**config.mk**
```make
export PLATFORM = sky130hd
export DESIGN_NAME = rie_irq_core
export DESIGN_NICKNAME = d
export VERILOG_FILES = /design/src/common/rie_pkg.sv /design/src/core/rie_irq_core.sv
export SDC_FILE = /design/constraint.sdc
export NUM_CORES = 1
export LEC_CHECK = 0
export BUFFER_PORTS_ARGS = -buffer_cell sky130_fd_sc_hd__buf_4
export CAP_MARGIN = 20
export CORE_MARGIN = 2
export CORE_UTILIZATION = 45
export DETAILED_ROUTE_END_ITERATION = 6
export PLACE_DENSITY = 0.76
export RECOVER_POWER = 100
export SETUP_SLACK_MARGIN = 0.3
export SYNTH_ARGS = -nofsm -noshare
export SYNTH_HDL_FRONTEND = slang
export SYNTH_SLANG_ARGS = --single-unit
```
**constraint.sdc**
```tcl
create_clock -name clk -period 2.2 [get_ports clk]
set_input_delay 0.11 -clock clk [delete_from_list [all_inputs] [get_ports clk]]
set_output_delay 0.11 -clock clk [all_outputs]
set_load 0.02 [all_outputs]
```
**src/common/rie_pkg.sv**
```systemverilog
// What this block does
// [RULE_01] pin polarity invert bit flips interrupt pin
// [RULE_02] reader event gates feed combined request
// [RULE_03] drive select: push-pull or open drain
// [RULE_04] pin output gate passes combined request
// [RULE_05] card detect gate feeds combined request
// [RULE_06] timer gates feed combined request
// [RULE_07] nvm command fault flag on error
// [RULE_08] misplaced buffer write sets flag
// [RULE_09] new command clears misplaced write flag
// [RULE_10] multi-frame: clear after error flags stored
// [RULE_11] write to full buffer sets overflow
// [RULE_12] after overflow every buffer write discarded
// [RULE_13] combined request from any gated flag
// [RULE_14] error event from five error flags
// [RULE_15] pin disabled holds inactive level
package rie_pkg;
    // register indices, byte address is index times four
    localparam logic [7:0] READER_EN_IDX = 8'h08;
    localparam logic [7:0] TIMER_EN_IDX = 8'h09;
    localparam logic [7:0] ERR_IDX = 8'h0A;
    localparam logic [7:0] IRQ_STAT_IDX = 8'h20;
    localparam logic [7:0] IRQ_MASK_IDX = 8'h21;
    localparam logic [7:0] STATE_IDX = 8'h22;
    localparam logic [7:0] EN_RESET = 8'h00;
    localparam logic [3:0] MASK_RESET = 4'h0;
    // enable bit positions
    localparam int INV_BIT = 7;
    localparam int DRIVE_BIT = 7;
    localparam int PIN_GATE_BIT = 6;
    // error register bit positions
    localparam int NVM_BIT = 7;
    localparam int WRERR_BIT = 6;
    localparam int OVL_BIT = 5;
    // interrupt status bit positions
    localparam int ST_NVM = 0;
    localparam int ST_WRERR = 1;
    localparam int ST_OVL = 2;
    localparam int ST_REQ = 3;
    // transceiver states where a buffer write is misplaced
    localparam logic [2:0] CS_RXWAIT = 3'h5;
    localparam logic [2:0] CS_WAITDATA = 3'h6;
    localparam logic [2:0] CS_RECEIVING = 3'h7;
    localparam logic [1:0] RESP_OKAY = 2'h0;
    localparam logic [1:0] RESP_SLVERR = 2'h2;

    typedef enum logic [2:0] {
        REG_READER_EN, REG_TIMER_EN, REG_ERR,
        REG_STAT, REG_MASK, REG_STATE, REG_NONE
    } rie_reg_e;

    typedef struct packed {
        logic [6:0] readerFlags;
        logic [5:0] timerFlags;
    } rie_evt_s;

    typedef struct packed {
        logic cmdStart;
        logic multiFrameReceive;
        logic errFlagsStored;
        logic crcTrailing;
        logic authActive;
        logic [2:0] comState;
        logic nvmCmdStart;
        logic nvmCmdFault;
        logic [4:0] rxErrors;
    } rie_ctl_s;

    typedef struct packed {
        logic wrStrobe;
        logic full;
    } rie_fifo_s;
endpackage

```
**src/core/rie_irq_core.sv**
```systemverilog
`timescale 1ns/1ps
module rie_irq_core import rie_pkg::*; (
    // clock and reset
    input wire logic clk,
    input wire logic rst_b,
    // axi4-lite write address
    input wire logic [11:0] awaddr,
    input wire logic awvalid,
    output logic awready,
    // axi4-lite write data
    input wire logic [31:0] wdata,
    input wire logic [3:0] wstrb,
    input wire logic wvalid,
    output logic wready,
    // axi4-lite write response
    output logic [1:0] bresp,
    output logic bvalid,
    input wire logic bready,
    // axi4-lite read
    input wire logic [11:0] araddr,
    input wire logic arvalid,
    output logic arready,
    output logic [31:0] rdata,
    output logic [1:0] rresp,
    output logic rvalid,
    input wire logic rready,
    // request flags and transceiver state
    input wire rie_evt_s evtFlags,
    input wire rie_ctl_s ctl,
    input wire rie_fifo_s fifoIn,
    // results
    output logic combinedRequest,
    output logic errorEvent,
    output logic fifoWriteAccept,
    // interrupt pin, two signals
    output logic irqPinOut,
    output logic irqPinOe,
    // software interrupt
    output logic irqOut
);
    function automatic rie_reg_e decode(input logic [11:0] addr);
        rie_reg_e r;
        r = REG_NONE;
        if (addr[1:0] == 2'h0 && addr[11:10] == 2'h0) begin
            unique case (addr[9:2])
                READER_EN_IDX: r = REG_READER_EN;
                TIMER_EN_IDX: r = REG_TIMER_EN;
                ERR_IDX: r = REG_ERR;
                IRQ_STAT_IDX: r = REG_STAT;
                IRQ_MASK_IDX: r = REG_MASK;
                STATE_IDX: r = REG_STATE;
                default: r = REG_NONE;
            endcase
        end
        return r;
    endfunction

    logic [7:0] readerEn_q;
    logic [7:0] timerEn_q;
    logic [3:0] irqMask_q;
    logic [3:0] irqStat_q;
    logic nvmFault_q;
    logic wrErr_q;
    logic ovl_q;
    logic wrErrPending_q;
    logic [11:0] awAddr_q;
    logic [31:0] wData_q;
    logic [3:0] wStrb_q;
    logic awready_q;
    logic wready_q;
    logic bvalid_q;
    logic [1:0] bresp_q;
    logic arready_q;
    logic rvalid_q;
    logic [31:0] rdata_q;
    logic [1:0] rresp_q;
    logic combReq_q;
    logic errEvt_q;
    logic accept_q;
    logic pinOut_q;
    logic pinOe_q;
    logic irqOut_q;

    logic doWrite;
    rie_reg_e wrReg;
    logic wrLane0;
    logic [7:0] wrByte;
    logic [6:0] readerHit;
    logic [5:0] timerHit;
    logic combReq_d;
    logic errEvt_d;
    logic misplaced;
    logic [3:0] events;
    logic reqSeen_q;
    logic pinLevel;
    logic [7:0] errReg;
    logic [2:0] stateWord;
    logic fullWrite;
    logic wrReaderEn;
    logic wrTimerEn;
    logic wrMask;
    logic wrStat;

    assign doWrite = !awready_q && !wready_q && !bvalid_q;
    assign wrReg = decode(awAddr_q);
    assign wrLane0 = wStrb_q[0];
    assign wrByte = wData_q[7:0];
    assign errReg = {nvmFault_q, wrErr_q, ovl_q, ctl.rxErrors};
    assign stateWord = {errEvt_q, pinLevel, combReq_q};
    assign fullWrite = fifoIn.wrStrobe && fifoIn.full;

    // write strobes; lane 0 off still answers but leaves the register alone
    assign wrReaderEn = doWrite && wrLane0 && (wrReg == REG_READER_EN);
    assign wrTimerEn = doWrite && wrLane0 && (wrReg == REG_TIMER_EN);
    assign wrMask = doWrite && wrLane0 && (wrReg == REG_MASK);
    assign wrStat = doWrite && wrLane0 && (wrReg == REG_STAT);

    // gating of individual flags into the combined request
    assign readerHit = evtFlags.readerFlags & readerEn_q[6:0]; // [RULE_02]
    assign timerHit[5] = evtFlags.timerFlags[5] & timerEn_q[5]; // [RULE_05]
    assign timerHit[4:0] = evtFlags.timerFlags[4:0] & timerEn_q[4:0]; // [RULE_06]
    assign combReq_d = |readerHit || |timerHit; // [RULE_13]

    // error event: write error, overflow, protocol, no data, integrity
    assign errEvt_d = wrErr_q || ovl_q || ctl.rxErrors[1] || ctl.rxErrors[3]
        || ctl.rxErrors[0]; // [RULE_14]

    assign misplaced = fifoIn.wrStrobe && (ctl.crcTrailing || ctl.authActive
        || ctl.comState == CS_RXWAIT || ctl.comState == CS_WAITDATA
        || ctl.comState == CS_RECEIVING); // [RULE_08]

    // polarity applied last, so a gated-off pin sits at its idle level
    assign pinLevel = (combReq_q && timerEn_q[PIN_GATE_BIT])
        ^ readerEn_q[INV_BIT]; // [RULE_04] [RULE_01] [RULE_15]

    // axi write channels; address and data taken in either order
    always_ff @(posedge clk) begin
        if (!rst_b) begin
            awready_q <= 1'b1;
            wready_q <= 1'b1;
            bvalid_q <= 1'b0;
            bresp_q <= RESP_OKAY;
            awAddr_q <= 12'h000;
            wData_q <= 32'h0000_0000;
            wStrb_q <= 4'h0;
        end else begin
            if (awvalid && awready_q) begin
                awAddr_q <= awaddr;
                awready_q <= 1'b0;
            end
            if (wvalid && wready_q) begin
                wData_q <= wdata;
                wStrb_q <= wstrb;
                wready_q <= 1'b0;
            end
            if (doWrite) begin
                bvalid_q <= 1'b1;
                bresp_q <= (wrReg == REG_NONE) ? RESP_SLVERR : RESP_OKAY;
            end
            if (bvalid_q && bready) begin
                bvalid_q <= 1'b0;
                awready_q <= 1'b1;
                wready_q <= 1'b1;
            end
        end
    end

    // axi read channel, answer one cycle after the address is taken
    always_ff @(posedge clk) begin
        if (!rst_b) begin
            arready_q <= 1'b1;
            rvalid_q <= 1'b0;
            rdata_q <= 32'h0000_0000;
            rresp_q <= RESP_OKAY;
        end else if (arvalid && arready_q) begin
            arready_q <= 1'b0;
            rvalid_q <= 1'b1;
            rresp_q <= RESP_OKAY;
            unique case (decode(araddr))
                REG_READER_EN: rdata_q <= {24'h000000, readerEn_q};
                REG_TIMER_EN: rdata_q <= {24'h000000, timerEn_q};
                REG_ERR: rdata_q <= {24'h000000, errReg};
                REG_STAT: rdata_q <= {28'h0000000, irqStat_q};
                REG_MASK: rdata_q <= {28'h0000000, irqMask_q};
                // state bits are live copies, not sticky
                REG_STATE: rdata_q <= {29'h0, stateWord};
                REG_NONE: begin
                    rdata_q <= 32'h0000_0000;
                    rresp_q <= RESP_SLVERR;
                end
            endcase
        end else if (rvalid_q && rready) begin
            rvalid_q <= 1'b0;
            arready_q <= 1'b1;
        end
    end

    // enable and mask registers written by software
    always_ff @(posedge clk) begin
        if (!rst_b) begin
            readerEn_q <= EN_RESET;
            timerEn_q <= EN_RESET;
            irqMask_q <= MASK_RESET;
        end else begin
            if (wrReaderEn) begin
                readerEn_q <= wrByte;
            end
            if (wrTimerEn) begin
                timerEn_q <= wrByte;
            end
            if (wrMask) begin
                irqMask_q <= wrByte[3:0];
            end
        end
    end

    // fault of the most recent nvm command
    // a fault in the same cycle as a new start is kept
    always_ff @(posedge clk) begin
        if (!rst_b) begin
            nvmFault_q <= 1'b0;
        end else if (ctl.nvmCmdFault) begin
            nvmFault_q <= 1'b1; // [RULE_07]
        end else if (ctl.nvmCmdStart) begin
            nvmFault_q <= 1'b0;
        end
    end

    // misplaced write flag; a set in the clearing cycle wins
    always_ff @(posedge clk) begin
        if (!rst_b) begin
            wrErr_q <= 1'b0;
            wrErrPending_q <= 1'b0;
        end else if (misplaced) begin
            wrErr_q <= 1'b1; // [RULE_08]
            wrErrPending_q <= 1'b0;
        end else if (ctl.cmdStart && !ctl.multiFrameReceive) begin
            wrErr_q <= 1'b0; // [RULE_09]
            wrErrPending_q <= 1'b0;
        end else if (ctl.cmdStart) begin
            // the flag must still reach the buffer with the other errors
            wrErrPending_q <= 1'b1; // [RULE_10]
        end else if (wrErrPending_q && ctl.errFlagsStored) begin
            wrErr_q <= 1'b0; // [RULE_10]
            wrErrPending_q <= 1'b0;
        end else if (!ctl.multiFrameReceive && wrErrPending_q) begin
            wrErr_q <= 1'b0; // [RULE_09]
            wrErrPending_q <= 1'b0;
        end
    end

    // overflow flag and write discard
    // only a new command clears overflow, software cannot
    always_ff @(posedge clk) begin
        if (!rst_b) begin
            ovl_q <= 1'b0;
            accept_q <= 1'b0;
        end else begin
            accept_q <= fifoIn.wrStrobe && !fifoIn.full && !ovl_q; // [RULE_12]
            if (fullWrite) begin
                ovl_q <= 1'b1; // [RULE_11]
            end else if (ctl.cmdStart) begin
                ovl_q <= 1'b0;
            end
        end
    end

    // combined request, and its last value for the rise detector
    always_ff @(posedge clk) begin
        if (!rst_b) begin
            combReq_q <= 1'b0;
            reqSeen_q <= 1'b0;
        end else begin
            combReq_q <= combReq_d; // [RULE_13]
            reqSeen_q <= combReq_q;
        end
    end

    // error event
    always_ff @(posedge clk) begin
        if (!rst_b) begin
            errEvt_q <= 1'b0;
        end else begin
            errEvt_q <= errEvt_d; // [RULE_14]
        end
    end

    // interrupt pin drive: push-pull drives both levels, open drain only low
    always_ff @(posedge clk) begin
        if (!rst_b) begin
            pinOut_q <= 1'b0;
            pinOe_q <= 1'b0;
        end else if (timerEn_q[DRIVE_BIT]) begin
            pinOut_q <= pinLevel; // [RULE_03]
            pinOe_q <= 1'b1;
        end else begin
            pinOut_q <= 1'b0; // [RULE_03]
            pinOe_q <= !pinLevel;
        end
    end

    // sticky interrupt status, write one to clear, set wins
    // a flag already set gives no new event, so repeats are not counted
    assign events[ST_NVM] = ctl.nvmCmdFault && !nvmFault_q;
    assign events[ST_WRERR] = misplaced && !wrErr_q;
    assign events[ST_OVL] = fullWrite && !ovl_q;
    assign events[ST_REQ] = combReq_q && !reqSeen_q;

    generate
        for (genvar i = 0; i < 4; i++) begin : g_stat
            always_ff @(posedge clk) begin
                if (!rst_b) begin
                    irqStat_q[i] <= 1'b0;
                end else if (events[i]) begin
                    irqStat_q[i] <= 1'b1;
                end else if (wrStat && wrByte[i]) begin
                    irqStat_q[i] <= 1'b0;
                end
            end
        end
    endgenerate

    always_ff @(posedge clk) begin
        if (!rst_b) begin
            irqOut_q <= 1'b0;
        end else begin
            irqOut_q <= |(irqStat_q & irqMask_q);
        end
    end

    assign awready = awready_q;
    assign wready = wready_q;
    assign bvalid = bvalid_q;
    assign bresp = bresp_q;
    assign arready = arready_q;
    assign rvalid = rvalid_q;
    assign rdata = rdata_q;
    assign rresp = rresp_q;
    assign combinedRequest = combReq_q;
    assign errorEvent = errEvt_q;
    assign fifoWriteAccept = accept_q;
    assign irqPinOut = pinOut_q;
    assign irqPinOe = pinOe_q;
    assign irqOut = irqOut_q;
endmodule

```
==> results of run 1 <==
-- power by group through the flow --
stage               Clock [uW]  Combinational, uW  Sequential, uW
floorplan                    0                234            1410
global placement             0                373            1400
detailed placement           0                379            1400
CTS                       1300                394            1370
global route              1350                420            1380
finish                    1270                383            1370
-- path summary, 6_finish.rpt --
path | endpoint | depth (start not counted)
max | timerEn_q[5] | 5
min | awAddr_q[3] | 3
max reg2reg | timerEn_q[5] | 5
min reg2reg | wData_q[4] | 2
-- area by class of cell --
class	instances	area, um^2
clock buffers	10	137.6
clock inverters	6	107.6
fillers	709	2960
inverters	16	60.06
multi-input cells	301	1713
flip-flops and latches	71	1421
well taps	99	123.9
repair buffers	108	729.5
-- placed cells by master (no fill, tap or decap), types with 3 or more instances in the layout --
cell type / n
sky130_fd_sc_hd__and2_1: 3
sky130_fd_sc_hd__nor3_1: 5
sky130_fd_sc_hd__nor4_1: 6
sky130_fd_sc_hd__mux2i_1: 20
sky130_fd_sc_hd__nor2_1: 15
sky130_fd_sc_hd__or2b_1: 4
sky130_fd_sc_hd__o21a_1: 4
sky130_fd_sc_hd__clkbuf_1: 27
sky130_fd_sc_hd__dlygate4sd3_1: 10
sky130_fd_sc_hd__clkbuf_8: 10
sky130_fd_sc_hd__o31ai_1: 6
sky130_fd_sc_hd__a21oi_1: 48
sky130_fd_sc_hd__o21ai_0: 13
sky130_fd_sc_hd__nand2_1: 68
sky130_fd_sc_hd__a22o_1: 3
sky130_fd_sc_hd__bufinv_16: 3
sky130_fd_sc_hd__a22oi_1: 5
sky130_fd_sc_hd__nand3_1: 19
sky130_fd_sc_hd__nand2b_1: 4
sky130_fd_sc_hd__conb_1: 26
sky130_fd_sc_hd__a31oi_1: 7
sky130_fd_sc_hd__nand4_1: 4
sky130_fd_sc_hd__buf_4: 68
sky130_fd_sc_hd__nor2b_1: 8
sky130_fd_sc_hd__inv_1: 15
sky130_fd_sc_hd__dfxtp_1: 71
sky130_fd_sc_hd__and2_0: 4
-- kinds of logic (layout without fill, tap and decap cells) --
group,after synthesis,after routing,synth area share [%]
other,1,26,0.1109
buffers and inverters,63,140,10.65
muxes,20,20,5.919
and+or+nand+nor,153,153,22.83
AOI/OAI and AO/OA,101,101,18.20
DFF,71,71,42.03
xor gates and xnor gates,1,1,0.2590
-- flip-flops by register name, indices dropped and copies added, names as in the netlist, 4 cells and up --
register / cells
awAddr_q: 12
rdata: 8
readerEn_q: 8
timerEn_q: 8
wData_q: 8
irqMask_q: 4
irqStat_q: 4
-- per-stage QoR --
stage	instances	instance area, um^2	utilization (%)	worst slack, ns	hold WS (ns)
after global placement	585	4048	55.80	0.4491	0.3041
after detailed placement	585	4048	55.80	0.3402	0.2969
after CTS	610	4383	60.43	0.3328	0.001463
final	611	4293	59.19	0.3396	0.01578
after floorplan	435	3476	-	0.6050	0.1868
after global routing	611	4293	59.19	0.1609	0.005504
-- routing by layer --
metal | vias up | GRT usage [%]
met5 | - | 0
met2 | 145 | 35.14
li1 | 1573 | -
met4 | 0 | 9.872
met3 | 18 | 5.008
met1 | 1440 | 27.78
-- worst max-delay path: stages (launching register included) --
cell                       delay [ns]
sky130_fd_sc_hd__dfxtp_1         0.35
sky130_fd_sc_hd__nor4_4          0.35
sky130_fd_sc_hd__nand4_1         0.19
sky130_fd_sc_hd__nor4bb_1        0.32
sky130_fd_sc_hd__clkbuf_2        0.33
sky130_fd_sc_hd__mux2i_1         0.25
-- repair_timing --
item / CTS / global route
hold buffers: 9 / 1
hold endpoints to repair: 9 / 1
gates resized for setup: 0 / 2
setup endpoints to repair: 0 / 16
==> summary by stage, run 1 <==
Route
The count of TritonRoute iterations in the first routing pass is 4. The detail-routed via count per cell is 5.198. The met1 wire length is 3712 um. The routed via count is 3176.

The total wire length is 8761 um. The first routing iteration left 159 violations. The detailed router used layers up to and including met4. In this run the remaining antenna-violating nets after routing total 0.

The average wire per cell in the routed design is 14.34 um. The met3 wire length is 687 um. The final routed DRC violation total is 0. In the detailed route, the total length drawn on met2 is 4201 um.

Clock tree
The clock-pin slew on the worst setup and hold paths is 0.08 ns. The clock tree from TritonCTS is done. The clock insertion delay at the later pin of the skew report is 0.34 ns.

The clock passes through at most 2 buffers. The root buffer cell is sky130_fd_sc_hd__clkbuf_8. The number of clock buffers added by TritonCTS is 9. The total number of H-tree levels is 3. Clock tree synthesis found a total of 71 sinks. The number of setup buffers added after CTS is 0.

Floorplan
Row generation in the floorplan step produced 31 rows. 144 I/O pins were placed. In this run the horizontal extent of the chip is 90.69 um. In this run the standard cell core region covers 7253 um^2. The starting utilization of the core area is 46.63%. The die boundary height is 90.69 um. The full die area is 8225 um^2.

STA
The clock skew is 0.009596 ns. The maximum clock frequency is 537.5 MHz. Setup violations remaining at the end of the flow were counted as 0. The actual slew at the worst max-slew pin is 0.7740 ns.

The final count of hold timing violations is 0. After layout, the worst path uses 84.57% of the clock period. The post-layout minimum cycle time is 1.860 ns. Measured against its own limit, the worst slew margin works out to 47.93%. Setup repair after global routing left no endpoint under its margin. The setup total negative slack is 0 ns. The final number of max-transition violations is 0.

Synthesis
The dominant synthesized flop cell is sky130_fd_sc_hd__dfxtp_1. The sequential share of the synthesized area is 42.03%. Yosys mapped a number of flops with a built-in enable equal to 0.

The synthesized instance count is 410. The async set-or-reset flop fraction in the synthesized netlist is 0%. The largest total area in the synthesized netlist belongs to sky130_fd_sc_hd__dfxtp_1. The post-synthesis sequential element count is 71.

The distinct cell type count of the synthesized netlist is 52. Each instance of the synthesized netlist takes up on average 8.249 um^2. The library cell with the highest instance count after synthesis is sky130_fd_sc_hd__dfxtp_1. The top cell type's share of synthesized area is 42.03%. Counting instances in the post-synthesis netlist gives the leading cell types as 71 x sky130_fd_sc_hd__dfxtp_1, 68 x sky130_fd_sc_hd__nand2_1, 48 x sky130_fd_sc_hd__a21oi_1. The number of warning messages in the yosys log is 0. Ranked by total cell area, the synthesized netlist is headed by sky130_fd_sc_hd__dfxtp_1 42%, sky130_fd_sc_hd__nand2_1 7.5%, sky130_fd_sc_hd__a21oi_1 7.1%. The post-synthesis instance area is 3382 um^2.

Power and ir drop
The part of the total power dissipated in combinational logic is 12.6%. The largest vdd supply drop is 0.0003955 V. In this run, the clock network consumes 42.0% of the power.

In this run switching power makes up 24.80% of total power. The leakage power total is 0.001726 uW. Total power for the finished layout comes to 3027 uW.

The internal power of the cells totals 2276 uW. The analysis attributes to net switching a power of 750.6 uW. The total power per unit cell area is 705.0 nW/um^2. Sequential cells burn 45.3% of the power.

Worst setup path
The startpoint-to-endpoint class of the critical path is reg -> reg. The signal arrival time at the worst endpoint is 2.13 ns. In this run the critical register-to-register path is launched from awAddr_q[9]. In this run the worst path has a maximum fanout of 8.

The sort of element at the end of the critical path is a flop. The most critical setup path has its startpoint at awAddr_q[9]. The required arrival time at the worst endpoint is 2.47 ns.

STA classifies the critical path startpoint as a flop. The setup check on the worst reg-to-reg path leaves a slack of 0.34 ns.

Final layout
The final-stage net count is 604. The antenna diode instance count is 0. Of the cells placed in the final design, the portion with a size suffix greater than 1 is 18.16%. From synthesis to final layout, the design area changed by 26.93%.

Global routing
The initial antenna violation count was 0. The total grt overflow is 0. The all-layer global routing usage is 21.82%. The global-route wire length before repair is 14570 um. The pin count of the biggest net entering global routing is 44. The number of global-route vias before repair came to 2995.

Placed design
The wire-length estimate of the detail-placed layout is 6541 um. Routability-driven placement finished with a final weighted congestion of 0.8964. Buffers placed on the I/O ports in this run total 90.

Hold path
The type of the most critical hold path is in -> reg. The startpoint of the tightest hold check path is awaddr[3].

Run
The number of maximum-capacitance constraint violations is 0.

Run status
The flow ran to the end, and the final reports show no timing, DRC or antenna violations.
No activity file was read; power rests on OpenSTA's default activity.
==> run 2: changes to the inputs <==
==> constraint.sdc (replaced) <==
create_clock -name clk -period 1.8 [get_ports clk]
set_input_delay 0.09 -clock clk [delete_from_list [all_inputs] [get_ports clk]]
set_output_delay 0.09 -clock clk [all_outputs]
set_load 0.02 [all_outputs]
==> run 2 against run 1 <==
Against the previous run:
- wire length up 4.4%
- power is 15% higher
- largest power group unchanged
- combinational power is 40% higher
- global-route usage rose by 0.29 points
- cell count increased by 3.1%
- fmax grew 11%
- largest cell class unchanged
- sequential power rose by 23%
- critical path depth did not move
- die area unchanged
- via count increased by 2.7%
- clock power barely moved
- first-iteration DRC count shrank 3.1%
==> summary by stage, run 2 (synthesized netlist as in run 1, its figures left out) <==
STA
The final count of hold timing violations came to 0 (unchanged). The worst setup margin came to 0.1258 ns (was 0.3396 ns). The tightest slew margin relative to the limit came to 62.90% (was 47.93%).

RSZ-0062 raised after global routing: true (was false). The smallest hold slack is 0.02010 ns (was 0.01578 ns). The post-layout minimum cycle time is 1.674 ns (was 1.860 ns). The maximum clock frequency is 597.3 MHz (was 537.5 MHz). The setup total negative slack came to 0 ns (unchanged). The count of endpoints failing setup in the final report is 0 (unchanged). The clock skew is 0.01045 ns (was 0.009596 ns).

The final number of max-transition violations is 0 (unchanged). The period utilization was 93.01% (was 84.57%). The actual slew at the worst max-slew pin came to 0.5488 ns (was 0.7740 ns).

Worst setup path
The source of the worst register-to-register timing path is awAddr_q[8] (was awAddr_q[9]). The number of stages on the worst setup path is 5 (unchanged). The worst reg2reg path endpoint is timerEn_q[4] (was timerEn_q[5]). The sort of element at the end of the critical path is a flop (unchanged). The required arrival time at the worst endpoint came to 2.07 ns (was 2.47 ns). The worst path buffer plus inverter count came to 1 (unchanged). The critical path startpoint is awAddr_q[8] (was awAddr_q[9]).

The number of cells traversed by the worst register-to-register path was 5 (unchanged). Critical Path, Cell by Cell: nor4_4 > nand4_1 > nor4bb_2 > buf_4 > mux2i_1 (was nor4_4 > nand4_1 > nor4bb_1 > clkbuf_2 > mux2i_1). The cell family contributing the most delay on the critical path was simple AND/OR/NAND/NOR gates (unchanged). The signal arrival time at the worst endpoint is 1.95 ns (was 2.13 ns).

The setup slack of the most critical reg-to-reg path is 0.13 ns (was 0.34 ns). The element type at the critical path start was a flop (unchanged). The endpoint of the most critical setup path is timerEn_q[4] (was timerEn_q[5]). The biggest fanout along the worst timing path is 8 (unchanged).

The stage delay of the slowest cell on the critical path is 0.34 ns (was 0.35 ns). The startpoint-to-endpoint class of the critical path is reg -> reg (unchanged). The library cell contributing the largest single delay on the critical path is sky130_fd_sc_hd__dfxtp_2 (was sky130_fd_sc_hd__dfxtp_1).

Route
The average wire per cell in the routed design is 14.52 um (was 14.34 um). The number of routed nets with antenna violations is 0 (unchanged). The total wire length is 9150 um (was 8761 um). The detail-routed via count per cell is 5.178 (was 5.198). The count of TritonRoute iterations in the first routing pass was 4 (unchanged).

The count of routing violations after the opening detailed-route iteration is 154 (was 159). The final routed DRC violation total is 0 (unchanged). The routed via count was 3262 (was 3176).

Clock tree
The clock tree from TritonCTS is done (unchanged). The clock insertion delay at the later pin of the skew report was 0.35 ns (was 0.34 ns). The count of clock tree sinks is 71 (unchanged).

The clock-pin slew on the worst setup and hold paths is 0.08 ns (about the same). The total number of H-tree levels is 3 (unchanged). The number of buffers inserted during clock tree synthesis is 9 (unchanged). The buffer depth of the longest clock path was 2 (unchanged). The root buffer cell is sky130_fd_sc_hd__clkbuf_8 (unchanged).

Final layout
The post-route non-filler standard cell count is 630 (was 611). The sequential cell area in the final layout is 1424 um^2 (was 1421 um^2). The area of the multi-input gates is 1800 um^2 (was 1713 um^2).

The number of flip-flops under the largest register name is 12 (unchanged). The core utilization of the finished layout is 62.48% (was 59.19%). The largest register by flop count is awAddr_q (unchanged). The commonest non-fill, non-tap cell in the layout was sky130_fd_sc_hd__buf_4 (was sky130_fd_sc_hd__dfxtp_1).

The share of cells above drive strength 1 is 22.60% (was 18.16%). The final-stage net count is 623 (was 604). The layout filler cell count came to 651 (was 709). The synthesis-to-finish area growth is 34.00% (was 26.93%). The antenna diode instance count was 0 (unchanged). Commonest non-fill, non-tap cells in the layout: 79 x sky130_fd_sc_hd__buf_4, 69 x sky130_fd_sc_hd__dfxtp_1, 68 x sky130_fd_sc_hd__nand2_1 (was 71 x sky130_fd_sc_hd__dfxtp_1, 68 x sky130_fd_sc_hd__nand2_1, 68 x sky130_fd_sc_hd__buf_4).

Floorplan
The width of the die came to 90.69 um (unchanged). The full die area is 8225 um^2 (unchanged). The number of rows in the core area is 31 (unchanged). The die boundary height was 90.69 um (unchanged).

The top-level I/O count is 144 (unchanged). The core area came to 7253 um^2 (unchanged). The starting utilization of the core area came to 46.63% (unchanged).

Global routing
The total grt overflow is 0 (unchanged). The all-layer global routing usage came to 22.11% (was 21.82%). The global-route wire length before repair came to 14610 um (was 14570 um).

The number of global-route vias before repair came to 3045 (was 2995). The initial antenna violation count was 0 (unchanged). The pin count of the biggest net entering global routing came to 39 (was 44).

Run
The number of maximum-capacitance constraint violations came to 0 (unchanged).

Hold path
The type of the most critical hold path is in -> reg (unchanged).

Placed design
The minimum setup slack after placement is 0.05601 ns (was 0.3402 ns). The detailed placer's ending HPWL came to 6528 um (was 6541 um). The number of I/O port buffers was 90 (unchanged). The cell total after placement is 588 (was 585). The weighted congestion reported at the end of routability-driven placement is 0.9222 (was 0.8964).

Power and ir drop
The largest vdd supply drop is 0.0004504 V (was 0.0003955 V). The leakage power total is 0.001810 uW (was 0.001726 uW). The total power per unit cell area is 770.6 nW/um^2 (was 705.0 nW/um^2).

Run status
Run status: complete, no violations (unchanged).
run 2: changes by cell type in the layout (fill, tap and decap cells not counted), sizes merged:
cell,before,now
buf,68,80
bufinv,3,1
clkinv,3,4
clkinvlp,1,2
clkbuf,40,35
dlygate4sd3,10,22
run 2: worst min-delay path, cell delays in order:
cell	delay [ns]
sky130_fd_sc_hd__buf_4	0.08
sky130_fd_sc_hd__nand2b_1	0.09
sky130_fd_sc_hd__a21oi_1	0.06
run 2: what timing repair did:
item	in CTS	in global routing
gates resized for setup	3	18
setup endpoints to repair	20	21
setup buffers	2	2
hold buffers	22	0
pin swaps	4	14
endpoints found under the hold margin	21	0
run 2: cell type report:
type / count / share of cell area [%]
timing repair buffer: 127 / 20.43
multi-input combinational: 301 / 39.73
clock inverter: 6 / 1.325
sequential: 71 / 31.42
tap: 99 / 2.733
clock buffer: 10 / 3.037
inverter: 16 / 1.325
run 2: through the flow:
| stage | total power (uW) | instance area [um^2] |
|---|---|---|
| 6_report | 3492 | 4532 |
| 3_5_place_dp | 2192 | 4098 |
| 3_3_place_gp | 2180 | 4098 |
| 2_1_floorplan | 2017 | 3512 |
| 4_1_cts | 3505 | 4534 |
| 5_1_grt | 3637 | 4532 |
run 2: power breakdown:
part	internal, uW	switching, uW
Clock	670	605
Sequential	1630	53.6
Combinational	250	287
Total	2550	946
run 2: metal layers:
| layer | global-route usage, % | wire length, um | vias up |
|---|---|---|---|
| li1 | - | - | 1623 |
| met1 | 27.12 | 3970 | 1492 |
| met2 | 37.19 | 4373 | 128 |
| met3 | 6.010 | 612 | 19 |
| met4 | 7.821 | 193 | 0 |
| met5 | 0 | 0 | - |
run 2: worst min path at each step:
stage	slack (ns)	start	cells past startpoint	endpoint
after floorplan	0.17	fifoIn[0]	1	fifoWriteAccept
after global placement	0.28	awvalid	2	awready
after detailed placement	0.28	fifoIn[0]	2	fifoWriteAccept
after CTS	0.0005	ctl[1]	3	errorEvent
after global routing	0.007	ctl[1]	3	errorEvent
final	0.02	rready	3	rvalid
